[config.mk]
export PLATFORM = sky130hd
export DESIGN_NAME = modem_serial_status
export DESIGN_NICKNAME = d
export VERILOG_FILES = /design/src/modem_pkg.sv /design/src/byte_link_if.sv /design/src/serial_tx.sv /design/src/modem_serial_status.sv
export SDC_FILE = /design/constraint.sdc
export NUM_CORES = 1
export LEC_CHECK = 0
export BUFFER_PORTS_ARGS = -buffer_cell sky130_fd_sc_hd__buf_2
export CAP_MARGIN = 10
export CORE_MARGIN = 2
export CORE_UTILIZATION = 35
export CTS_CLUSTER_SIZE = 8
export DETAILED_ROUTE_END_ITERATION = 7
export PLACE_DENSITY = 0.48
export RECOVER_POWER = 25
export SETUP_SLACK_MARGIN = 0.05
export SYNTH_ARGS = -nofsm -noshare
export SYNTH_HDL_FRONTEND = slang
export SYNTH_HIERARCHICAL = 1
export SYNTH_SLANG_ARGS = --single-unit
[constraint.sdc]
create_clock -name i_mclk -period 4.25 [get_ports i_mclk]
set_input_delay 0.85 -clock i_mclk [delete_from_list [all_inputs] [get_ports i_mclk]]
set_output_delay 0.85 -clock i_mclk [all_outputs]
set_load 0.005 [all_outputs]
[src/modem_pkg.sv]
// Package of constants and types shared by the modem serial front end.
package modem_pkg;

    // Clock rate of i_mclk in hertz.
    localparam int CLK_HZ = 10_000_000;
    // Default serial rate in baud.
    localparam int BAUD_RATE = 9600;
    // Clock cycles per serial bit, rounded down.
    localparam int BIT_CYCLES = CLK_HZ / BAUD_RATE;
    // Data bits in one character.
    localparam int DATA_BITS = 8;
    // Stop bits in one character.
    localparam int STOP_BITS = 1;
    // Idle level of the serial data lines.
    localparam logic IDLE_LEVEL = 1'b1;
    // Level of the start bit.
    localparam logic START_LEVEL = 1'b0;

    // Fast lamp period while unregistered, in milliseconds.
    localparam int FAST_BLINK_MS = 1000;
    // Slow lamp period once registered, in milliseconds.
    localparam int SLOW_BLINK_MS = 3000;
    // Lamp on time in each period, in milliseconds.
    localparam int LAMP_ON_MS = 64;
    // Ring indicator low time for a message, in milliseconds.
    localparam int MSG_PULSE_MS = 120;
    // Clock cycles per millisecond.
    localparam int MS_CYCLES = CLK_HZ / 1000;
    // Cycle counts derived from the times above.
    localparam int FAST_BLINK_CYCLES = FAST_BLINK_MS * MS_CYCLES;
    localparam int SLOW_BLINK_CYCLES = SLOW_BLINK_MS * MS_CYCLES;
    localparam int LAMP_ON_CYCLES = LAMP_ON_MS * MS_CYCLES;
    localparam int MSG_PULSE_CYCLES = MSG_PULSE_MS * MS_CYCLES;

    // Characters used by the command parser and the reply sequencer.
    localparam logic [7:0] CH_A = 8'h41;
    localparam logic [7:0] CH_T = 8'h54;
    localparam logic [7:0] CH_O = 8'h4F;
    localparam logic [7:0] CH_K = 8'h4B;
    localparam logic [7:0] CH_E = 8'h45;
    localparam logic [7:0] CH_R = 8'h52;
    localparam logic [7:0] CH_CR = 8'h0D;
    localparam logic [7:0] CH_LF = 8'h0A;
    // Length of each result response in characters.
    localparam int REPLY_LEN = 4;
    localparam int ERR_LEN = 7;

    // Receiver states, one-hot.
    typedef enum logic [3:0] {
        RX_IDLE = 4'h1,
        RX_START = 4'h2,
        RX_DATA = 4'h4,
        RX_STOP = 4'h8
    } rx_state_type;

    // Transmitter states, one-hot.
    typedef enum logic [3:0] {
        TX_IDLE = 4'h1,
        TX_START = 4'h2,
        TX_DATA = 4'h4,
        TX_STOP = 4'h8
    } tx_state_type;

    // Parser states, one-hot.
    typedef enum logic [3:0] {
        P_WAIT_A = 4'h1,
        P_WAIT_T = 4'h2,
        P_BODY = 4'h4,
        P_WAIT_LF = 4'h8
    } parse_state_type;

endpackage

[src/byte_link_if.sv]
// Interface carrying bytes between the reply sequencer and the serial transmitter.
`timescale 1ns/1ps
interface byte_link_if;
    // Byte to send.
    logic [7:0] data;
    // Byte offered.
    logic valid;
    // Transmitter accepts the byte.
    logic ready;

    // Side that offers bytes.
    modport source (output data, output valid, input ready);
    // Side that sends bytes.
    modport sink (input data, input valid, output ready);
endinterface

[src/serial_tx.sv]
// Serial character transmitter with a fixed 8N1 frame.
`timescale 1ns/1ps
module serial_tx #(
    parameter int BIT_CYCLES = modem_pkg::BIT_CYCLES
) (
    input wire logic i_mclk,
    input wire logic i_resetn,
    byte_link_if.sink link,
    output logic o_txd
);

    ////////////////////////////////////////////////////////////////////////////////
    // State of the transmitter.
    modem_pkg::tx_state_type state_q;
    // Cycles left in the current bit.
    logic [15:0] bit_cnt_q;
    // Index of the data bit being sent.
    logic [2:0] bit_idx_q;
    // Character being shifted out.
    logic [7:0] shift_q;

    // A byte is taken only while idle.
    assign link.ready = (state_q == modem_pkg::TX_IDLE);

    ////////////////////////////////////////////////////////////////////////////////
    // Frame sequencer; the line rests high outside a frame.
    always_ff @(posedge i_mclk) begin
        if (!i_resetn) begin
            state_q <= modem_pkg::TX_IDLE;
            bit_cnt_q <= 16'h0000;
            bit_idx_q <= 3'h0;
            shift_q <= 8'h00;
            o_txd <= modem_pkg::IDLE_LEVEL;
        end else begin
            case (state_q)
                modem_pkg::TX_IDLE: begin
                    o_txd <= modem_pkg::IDLE_LEVEL;
                    if (link.valid) begin
                        // Take the byte and drive the low start bit.
                        shift_q <= link.data;
                        o_txd <= modem_pkg::START_LEVEL;
                        bit_cnt_q <= 16'(BIT_CYCLES - 1);
                        state_q <= modem_pkg::TX_START;
                    end
                end
                modem_pkg::TX_START: begin
                    if (bit_cnt_q == 16'h0000) begin
                        // First data bit is the least significant one.
                        o_txd <= shift_q[0];
                        shift_q <= {1'b0, shift_q[7:1]};
                        bit_idx_q <= 3'h0;
                        bit_cnt_q <= 16'(BIT_CYCLES - 1);
                        state_q <= modem_pkg::TX_DATA;
                    end else begin
                        bit_cnt_q <= bit_cnt_q - 16'h0001;
                    end
                end
                modem_pkg::TX_DATA: begin
                    if (bit_cnt_q != 16'h0000) begin
                        bit_cnt_q <= bit_cnt_q - 16'h0001;
                    end else if (bit_idx_q == 3'(modem_pkg::DATA_BITS - 1)) begin
                        // All data out; send the high stop bit.
                        o_txd <= modem_pkg::IDLE_LEVEL;
                        bit_cnt_q <= 16'(BIT_CYCLES * modem_pkg::STOP_BITS - 1);
                        state_q <= modem_pkg::TX_STOP;
                    end else begin
                        o_txd <= shift_q[0];
                        shift_q <= {1'b0, shift_q[7:1]};
                        bit_idx_q <= bit_idx_q + 3'h1;
                        bit_cnt_q <= 16'(BIT_CYCLES - 1);
                    end
                end
                modem_pkg::TX_STOP: begin
                    if (bit_cnt_q == 16'h0000) begin
                        state_q <= modem_pkg::TX_IDLE;
                    end else begin
                        bit_cnt_q <= bit_cnt_q - 16'h0001;
                    end
                end
                default: begin
                    state_q <= modem_pkg::TX_IDLE;
                    o_txd <= modem_pkg::IDLE_LEVEL;
                end
            endcase
        end
    end

endmodule

[src/modem_serial_status.sv]
// Serial command front end of the modem: receiver, parser, ring line and status lamp.
`timescale 1ns/1ps
module modem_serial_status #(
    parameter int BIT_CYCLES = modem_pkg::BIT_CYCLES,
    parameter int FAST_BLINK_CYCLES = modem_pkg::FAST_BLINK_CYCLES,
    parameter int SLOW_BLINK_CYCLES = modem_pkg::SLOW_BLINK_CYCLES,
    parameter int LAMP_ON_CYCLES = modem_pkg::LAMP_ON_CYCLES,
    parameter int MSG_PULSE_CYCLES = modem_pkg::MSG_PULSE_CYCLES
) (
    input wire logic i_mclk,
    input wire logic i_resetn,
    input wire logic i_rxd,
    input wire logic i_responses_on,
    input wire logic i_call_ringing,
    input wire logic i_message_arrived,
    input wire logic i_registered,
    output logic o_txd,
    output logic o_ring_indicator,
    output logic o_network_status_lamp,
    output logic o_command_done
);

    ////////////////////////////////////////////////////////////////////////////////
    // Receiver state.
    modem_pkg::rx_state_type rx_state_q;
    // Cycles left in the current received bit.
    logic [15:0] rx_cnt_q;
    // Index of the data bit being received.
    logic [2:0] rx_idx_q;
    // Character being assembled.
    logic [7:0] rx_shift_q;
    // Pulse: a whole character was received.
    logic rx_valid_q;
    // Last received character.
    logic [7:0] rx_byte_q;

    // Receiver: samples each bit at its centre, LSB first.
    always_ff @(posedge i_mclk) begin
        if (!i_resetn) begin
            rx_state_q <= modem_pkg::RX_IDLE;
            rx_cnt_q <= 16'h0000;
            rx_idx_q <= 3'h0;
            rx_shift_q <= 8'h00;
            rx_valid_q <= 1'b0;
            rx_byte_q <= 8'h00;
        end else begin
            rx_valid_q <= 1'b0;
            case (rx_state_q)
                modem_pkg::RX_IDLE: begin
                    if (i_rxd == modem_pkg::START_LEVEL) begin
                        // Wait half a bit to reach the start bit centre.
                        rx_cnt_q <= 16'(BIT_CYCLES / 2 - 1);
                        rx_state_q <= modem_pkg::RX_START;
                    end
                end
                modem_pkg::RX_START: begin
                    if (rx_cnt_q != 16'h0000) begin
                        rx_cnt_q <= rx_cnt_q - 16'h0001;
                    end else if (i_rxd == modem_pkg::START_LEVEL) begin
                        rx_cnt_q <= 16'(BIT_CYCLES - 1);
                        rx_idx_q <= 3'h0;
                        rx_state_q <= modem_pkg::RX_DATA;
                    end else begin
                        // A glitch, not a start bit.
                        rx_state_q <= modem_pkg::RX_IDLE;
                    end
                end
                modem_pkg::RX_DATA: begin
                    if (rx_cnt_q != 16'h0000) begin
                        rx_cnt_q <= rx_cnt_q - 16'h0001;
                    end else begin
                        rx_shift_q <= {i_rxd, rx_shift_q[7:1]};
                        rx_cnt_q <= 16'(BIT_CYCLES - 1);
                        rx_idx_q <= rx_idx_q + 3'h1;
                        if (rx_idx_q == 3'(modem_pkg::DATA_BITS - 1)) begin
                            rx_state_q <= modem_pkg::RX_STOP;
                        end
                    end
                end
                modem_pkg::RX_STOP: begin
                    if (rx_cnt_q != 16'h0000) begin
                        rx_cnt_q <= rx_cnt_q - 16'h0001;
                    end else begin
                        // Store the character; flag it valid only if the stop bit is high.
                        rx_valid_q <= (i_rxd == modem_pkg::IDLE_LEVEL);
                        rx_byte_q <= rx_shift_q;
                        rx_state_q <= modem_pkg::RX_IDLE;
                    end
                end
                default: begin
                    rx_state_q <= modem_pkg::RX_IDLE;
                end
            endcase
        end
    end

    ////////////////////////////////////////////////////////////////////////////////
    // Parser state.
    modem_pkg::parse_state_type p_state_q;
    // Characters received after the attention prefix.
    logic [3:0] body_len_q;
    // Pulse: a complete command line was received.
    logic line_done;
    // Result of that line: plain attention is OK, anything else is an error.
    logic line_ok;

    assign line_done = rx_valid_q && (p_state_q == modem_pkg::P_WAIT_LF)
        && (rx_byte_q == modem_pkg::CH_LF);
    assign line_ok = (body_len_q == 4'h0);

    // Command parser: finds A, T, optional body, CR, LF.
    always_ff @(posedge i_mclk) begin
        if (!i_resetn) begin
            p_state_q <= modem_pkg::P_WAIT_A;
            body_len_q <= 4'h0;
        end else if (rx_valid_q) begin
            case (p_state_q)
                modem_pkg::P_WAIT_A: begin
                    body_len_q <= 4'h0;
                    if (rx_byte_q == modem_pkg::CH_A) begin
                        p_state_q <= modem_pkg::P_WAIT_T;
                    end
                end
                modem_pkg::P_WAIT_T: begin
                    // Anything but T drops back to hunting for A.
                    p_state_q <= (rx_byte_q == modem_pkg::CH_T) ? modem_pkg::P_BODY
                        : modem_pkg::P_WAIT_A;
                end
                modem_pkg::P_BODY: begin
                    if (rx_byte_q == modem_pkg::CH_CR) begin
                        p_state_q <= modem_pkg::P_WAIT_LF;
                    end else if (body_len_q != 4'hF) begin
                        body_len_q <= body_len_q + 4'h1;
                    end
                end
                modem_pkg::P_WAIT_LF: begin
                    p_state_q <= modem_pkg::P_WAIT_A;
                end
                default: begin
                    p_state_q <= modem_pkg::P_WAIT_A;
                end
            endcase
        end
    end

    ////////////////////////////////////////////////////////////////////////////////
    // Reply sequencer state.
    logic reply_busy_q;
    logic reply_ok_q;
    logic [2:0] reply_idx_q;
    // Byte presented to the transmitter.
    logic [7:0] reply_char;
    logic [2:0] reply_last;
    byte_link_if tx_link ();

    // Reply text selection: OK or ERROR, each ended by CR LF.
    always_comb begin
        reply_char = modem_pkg::CH_LF;
        reply_last = reply_ok_q ? 3'(modem_pkg::REPLY_LEN - 1) : 3'(modem_pkg::ERR_LEN - 1);
        if (reply_ok_q) begin
            case (reply_idx_q)
                3'h0: reply_char = modem_pkg::CH_O;
                3'h1: reply_char = modem_pkg::CH_K;
                3'h2: reply_char = modem_pkg::CH_CR;
                default: reply_char = modem_pkg::CH_LF;
            endcase
        end else begin
            case (reply_idx_q)
                3'h0: reply_char = modem_pkg::CH_E;
                3'h1: reply_char = modem_pkg::CH_R;
                3'h2: reply_char = modem_pkg::CH_R;
                3'h3: reply_char = modem_pkg::CH_O;
                3'h4: reply_char = modem_pkg::CH_R;
                3'h5: reply_char = modem_pkg::CH_CR;
                default: reply_char = modem_pkg::CH_LF;
            endcase
        end
    end

    assign tx_link.data = reply_char;
    assign tx_link.valid = reply_busy_q;

    // Starts a reply after each line when responses are on and no reply is being sent.
    always_ff @(posedge i_mclk) begin
        if (!i_resetn) begin
            reply_busy_q <= 1'b0;
            reply_ok_q <= 1'b0;
            reply_idx_q <= 3'h0;
            o_command_done <= 1'b0;
        end else begin
            // One-cycle mark that a valid command was carried out.
            o_command_done <= line_done && line_ok;
            if (!reply_busy_q) begin
                if (line_done && i_responses_on) begin
                    reply_busy_q <= 1'b1;
                    reply_ok_q <= line_ok;
                    reply_idx_q <= 3'h0;
                end
            end else if (tx_link.ready) begin
                if (reply_idx_q == reply_last) begin
                    reply_busy_q <= 1'b0;
                end else begin
                    reply_idx_q <= reply_idx_q + 3'h1;
                end
            end
        end
    end

    // Serial transmitter that frames each reply byte.
    serial_tx #(
        .BIT_CYCLES(BIT_CYCLES)
    ) u_tx (
        .i_mclk(i_mclk),
        .i_resetn(i_resetn),
        .link(tx_link.sink),
        .o_txd(o_txd)
    );

    ////////////////////////////////////////////////////////////////////////////////
    // Cycles left in a message pulse.
    logic [31:0] msg_cnt_q;

    // Ring line: low while ringing, short low pulse per message.
    always_ff @(posedge i_mclk) begin
        if (!i_resetn) begin
            msg_cnt_q <= 32'h0000_0000;
            o_ring_indicator <= 1'b1;
        end else begin
            if (i_message_arrived) begin
                msg_cnt_q <= 32'(MSG_PULSE_CYCLES);
            end else if (msg_cnt_q != 32'h0000_0000) begin
                msg_cnt_q <= msg_cnt_q - 32'h0000_0001;
            end
            o_ring_indicator <= !(i_call_ringing || i_message_arrived
                || (msg_cnt_q > 32'h0000_0001));
        end
    end

    ////////////////////////////////////////////////////////////////////////////////
    // Lamp period counter.
    logic [31:0] lamp_cnt_q;
    logic [31:0] lamp_period;

    assign lamp_period = i_registered ? 32'(SLOW_BLINK_CYCLES) : 32'(FAST_BLINK_CYCLES);

    // Status lamp: short flash at the start of each period.
    always_ff @(posedge i_mclk) begin
        if (!i_resetn) begin
            lamp_cnt_q <= 32'h0000_0000;
            o_network_status_lamp <= 1'b0;
        end else begin
            if (lamp_cnt_q >= lamp_period - 32'h0000_0001) begin
                lamp_cnt_q <= 32'h0000_0000;
            end else begin
                lamp_cnt_q <= lamp_cnt_q + 32'h0000_0001;
            end
            o_network_status_lamp <= (lamp_cnt_q < 32'(LAMP_ON_CYCLES));
        end
    end

endmodule

== Word level (Yosys, flattened, before mapping) ==
Index checks and enable logic that the tools add are counted.
Word-level totals
  register bits: 152
  input port bits: 7
  output and inout port bits: 4
  logic and storage cells: 188
Operators by class
  add/sub/neg operators: 9
  order comparisons: 3
  eq/ne operators: 46
  mux-type cells: 64
  bitwise logic cells: 5
  reduce and logical (&&, ||, !) cells: 39
Operators by type and width (count)
  $mux W16: 9
  $pmux W16 S4: 2
  $mux W4: 14
  $mux W21: 2
  $mux W8: 5
  $mux W3: 13
  $add A32 B1 Y32 const B: 1
  $ge A32 B32 Y1: 1
  $gt A32 B1 Y1 const B: 1
  $lt A32 B20 Y1 const B: 1
  $ne A2 B2 Y1 const B: 16
  $pmux W4 S4: 2
  $reduce_bool A16 Y1: 2
  $reduce_bool A32 Y1: 1
  $sub A16 B1 Y16 const B: 2
  $sub A32 B1 Y32 const B: 1
  $pmux W7 S4: 1
  $sub A25 B1 Y26 const B: 1
  $mux W25: 1
  $pmux W8 S3: 1
  $pmux W7 S3: 1
  $eq A8 B4 Y1 const B: 2
  $eq A8 B7 Y1 const B: 2
  $logic_not A16 Y1: 1
  33 further kinds: 83

== Longest topological paths before layout ==
  depth after elaboration: 6
  mapped depth: 10
  gate-level depth less buffers: 9

== Hierarchy ==
Netlist, hierarchy kept.
Modules (own cells, without submodules)
  modem_serial_status: times used 1, cells each 721, area each 6193.4 µm²
  serial_tx: times used 1, cells each 196, area each 1681.6 µm²

== Worst setup path after synthesis ==
OpenSTA, ideal clock, no wires.
  path type: in2reg
  start point: input port i_rxd
  end point: register rx_cnt_q[11]
  library setup time: 0.070 ns
  data arrival time: 2.401 ns
  slack: 1.779 ns
  stages: 6
  path buffers: 2
  cells stage by stage: clkbuf_1 -> o311ai_2 -> nand2_1 -> buf_4 -> or4_1 -> a21oi_1
Between the ends
  cells in the longest elaborated chain, start to end: 2
  elaborated cells on any way between the ends: 3
  classes of those cells: 2 x eq/ne; 1 x reduce/logical
RTL lines
  start: declaration: line modem_serial_status.sv:12  | input wire logic i_rxd,
  $ne A3 B3 Y1 (no source line) / $ne A2 B2 Y1 (equally long branches)
  $reduce_and A4 Y1 (no source line) (*)
  end signal: assignment: line modem_serial_status.sv:52  | rx_cnt_q <= 16'(BIT_CYCLES / 2 - 1);
  end signal: assignment: line modem_serial_status.sv:58  | rx_cnt_q <= rx_cnt_q - 16'h0001;
  end signal: assignment: line modem_serial_status.sv:60  | rx_cnt_q <= 16'(BIT_CYCLES - 1);
  end: declaration: line modem_serial_status.sv:27  | logic [15:0] rx_cnt_q;
Mark *: on every way between the ends. The rest lies on a longest branch, timed or not.
A chain may end at the register's enable or synchronous reset.

== Worst setup path after layout ==
  start point: register msg_cnt_q[21]
  end point: register msg_cnt_q[6]
Between the ends
  cells in the longest elaborated chain, start to end: 1
RTL lines
  start: declaration: line modem_serial_status.sv:221  | logic [31:0] msg_cnt_q;
  start signal: assignment: line modem_serial_status.sv:230  | msg_cnt_q <= 32'(MSG_PULSE_CYCLES);
  start signal: assignment: line modem_serial_status.sv:232  | msg_cnt_q <= msg_cnt_q - 32'h0000_0001;
  $reduce_bool A32 Y1: line modem_serial_status.sv:231  | end else if (msg_cnt_q != 32'h0000_0000) begin
No other way between the ends.

==> flow_summary.json <==
{
  "post-route-worst-setup-slack_ns": 1.067,
  "setup.worst_path.end_class": "register",
  "required_ns": 4.53,
  "wl_met1_um": 8742,
  "setup_viol": 0,
  "top_layer_used": "met4",
  "rsz0062_at_grt": "false",
  "critical_path_buf_inv_count": 0,
  "finalMaxSlewViolations": 0,
  "finalSetupTns_ns": 0,
  "core_area_um2": 21960,
  "grt_max_degree": 64,
  "register_area_um2": 3043,
  "wl_met3_um": 265,
  "gp_congestion": 0.7807,
  "area_growth_pct": 10.82,
  "finalCritPeriodShare_pct": 74.89,
  "synthArstFlopShare_pct": 0,
  "power_mw": 3.577,
  "grt_first_pass_wirelength_um": 28870,
  "ant_nets": 0,
  "cts_buffers": 17,
  "cts_setup_buffers": 0,
  "cpLargestDelayFamily": "simple AND/OR/NAND/NOR gates",
  "hpwl_um": 11040,
  "drt_wl_total_um": 16400,
  "worst_pin_slew_ns": 1.168,
  "slowest_delay_ns": 1.02,
  "clkTransAtPathRegs_ns": 0.08,
  "dieArea_um2": 23720,
  "multiInputGateArea_um2": 4529,
  "grt_overflow_total": 0,
  "diodes": 0,
  "layout.cells.non_filler": 1213,
  "root_buffer": "clkbuf_16",
  "syn_area_um2": 7875,
  "track_usage_pct": 14.55,
  "synthCells": 917,
  "synth.most_common_cell": "dfxtp_1",
  "timing.hold.ws_ns": 0.4662,
  "fin_worst_skew_ns": 0.01385,
  "dp_worst_setup_slack_ns": 1.314,
  "start_util_pct": 35.86,
  "synth-warning-count": 6,
  "crit_path_max_fanout": 16,
  "status": "finished clean",
  "fillers": 2235,
  "clock_latency_ns": 0.43,
  "reg2reg_slack_ns": 1.07,
  "first_iter_violations": 332,
  "die_w_um": 154,
  "avgRoutedWirePerCell_um": 13.52,
  "synth_top_area_share_pct": 38.64,
  "critPathKind": "register to register",
  "row_count": 54,
  "vias_per_cell": 5.138,
  "grt_pass1_vias": 5839,
  "worstPathCellList": "or4_4 -> nor4b_1 -> nand3_2 -> or3b_2 -> xor2_1 -> nor2_1",
  "layout_min_cycle_time_ns": 3.183,
  "max_freq_ghz": 0.3142,
  "die_h_um": 154,
  "ys_seq_area_share_pct": 38.64,
  "nNetsFinal": 953,
  "portBuffers": 10,
  "ys_types": 89,
  "htree_levels": 4,
  "ir_drop_v": 0.0002015,
  "vias": 6233,
  "cts_tree": "built",
  "yosysTopAreaCell": "dfxtp_1",
  "dp.cells": 1181,
  "clock_path_buffers": 2,
  "worstSetupStartpointType": "register",
  "hold_buffers": 0,
  "drive_gt1_share_pct": 9.218,
  "ctsResizeCount": 0,
  "cts_num_sinks": 152,
  "synthFlopType": "dfxtp_1",
  "firstDrtPassIters": 4,
  "synthTopCellsByCount": "152 x dfxtp_1, 127 x nor2_1, 85 x nand2_1",
  "final-hold-violation-count": 0,
  "wl_met2_um": 7285,
  "min_path_type": "register to register",
  "drcViolationCount": 0,
  "netlist_top_cells_area": "dfxtp_1 39%, nor2_1 6.1%, xor2_1 4.8%",
  "leakagePower_nw": 3.216,
  "ios": 11,
  "slew_headroom_pct": 21.05,
  "power_per_cell_area_nw_per_um2": 409.9,
  "grt_antenna_before_repair": 0,
  "crit_slowest_cell": "nor4b_1",
  "synth_seq_cells": 152,
  "maxCapViolations": 0,
  "cp.arrival_ns": 3.47,
  "synth_edf_count": 0,
  "syn-mean-instance-area_um2": 8.588
}
## through the flow
stage	util, %	instance area (µm²)
final	39.74	8727
after global routing	39.74	8727
after CTS	39.99	8782
after detailed placement	37.24	8177
after global placement	37.24	8177
after floorplan	-	7901
## cell type report
| type | count | share of cell area [%] |
|---|---|---|
| clock buffers | 17 | 4.875 |
| clock inverters | 15 | 2.065 |
| inverters | 28 | 1.204 |
| multi-input cells | 704 | 51.90 |
| flip-flops and latches | 152 | 34.87 |
| well taps | 280 | 4.014 |
| repair buffers | 17 | 1.075 |
## flip-flops by register name, indices dropped and copies added, names as in the netlist, 4 cells and up
signal and count:
body_len_q 4, lamp_cnt_q 32, msg_cnt_q 32, p_state_q 4, rx_byte_q 8, rx_cnt_q 16
rx_shift_q 8, rx_state_q 4, u_tx/bit_cnt_q 16, u_tx/shift_q 8, u_tx/state_q 4
## metal layers
layer	up-vias	global-route usage, %
li1	3277	-
met1	2914	20.51
met2	35	22.38
met3	7	3.410
met4	0	3.738
met5	-	0
## layout by cell type (no fill, tap or decap), types with 17 or more instances in the layout
cell / instances
a21boi_0: 21
a21oi_1: 29
clkbuf_16: 17
dfxtp_1: 152
ha_1: 26
inv_1: 27
nand2_1: 85
nand3_1: 46
nor2_1: 127
nor3_1: 21
o21ai_0: 33
xnor2_1: 20
xor2_1: 43
## report_power, final
| part | internal (mW) | total [mW] | switching (mW) |
|---|---|---|---|
| sequential | 1.47 | 1.52 | 0.0546 |
| combinational | 0.190 | 0.481 | 0.291 |
| clock | 0.891 | 1.57 | 0.681 |
## path summary, 6_finish.rpt
kind,startpoint,endpoint,cells after the start
setup / recovery,msg_cnt_q[21],msg_cnt_q[6],6
hold / removal,lamp_cnt_q[0],lamp_cnt_q[0],1
setup reg to reg,msg_cnt_q[21],msg_cnt_q[6],6
hold reg to reg,lamp_cnt_q[0],lamp_cnt_q[0],1
## cells by family (layout without fill, tap and decap cells)
group / count (synthesis) / after routing / synth area share (%)
AOI/OAI and AO/OA: 172 / 172 / 15.40
xor gates and xnor gates: 63 / 63 / 7.007
adders and majority gates: 26 / 26 / 4.131
buffers and inverters: 68 / 77 / 3.670
DFF: 152 / 152 / 38.64
muxes: 6 / 6 / 0.7627
other: 1 / 8 / 0.04762
and+or+nand+nor: 429 / 429 / 30.35
No activity file was read; power rests on OpenSTA's default activity.
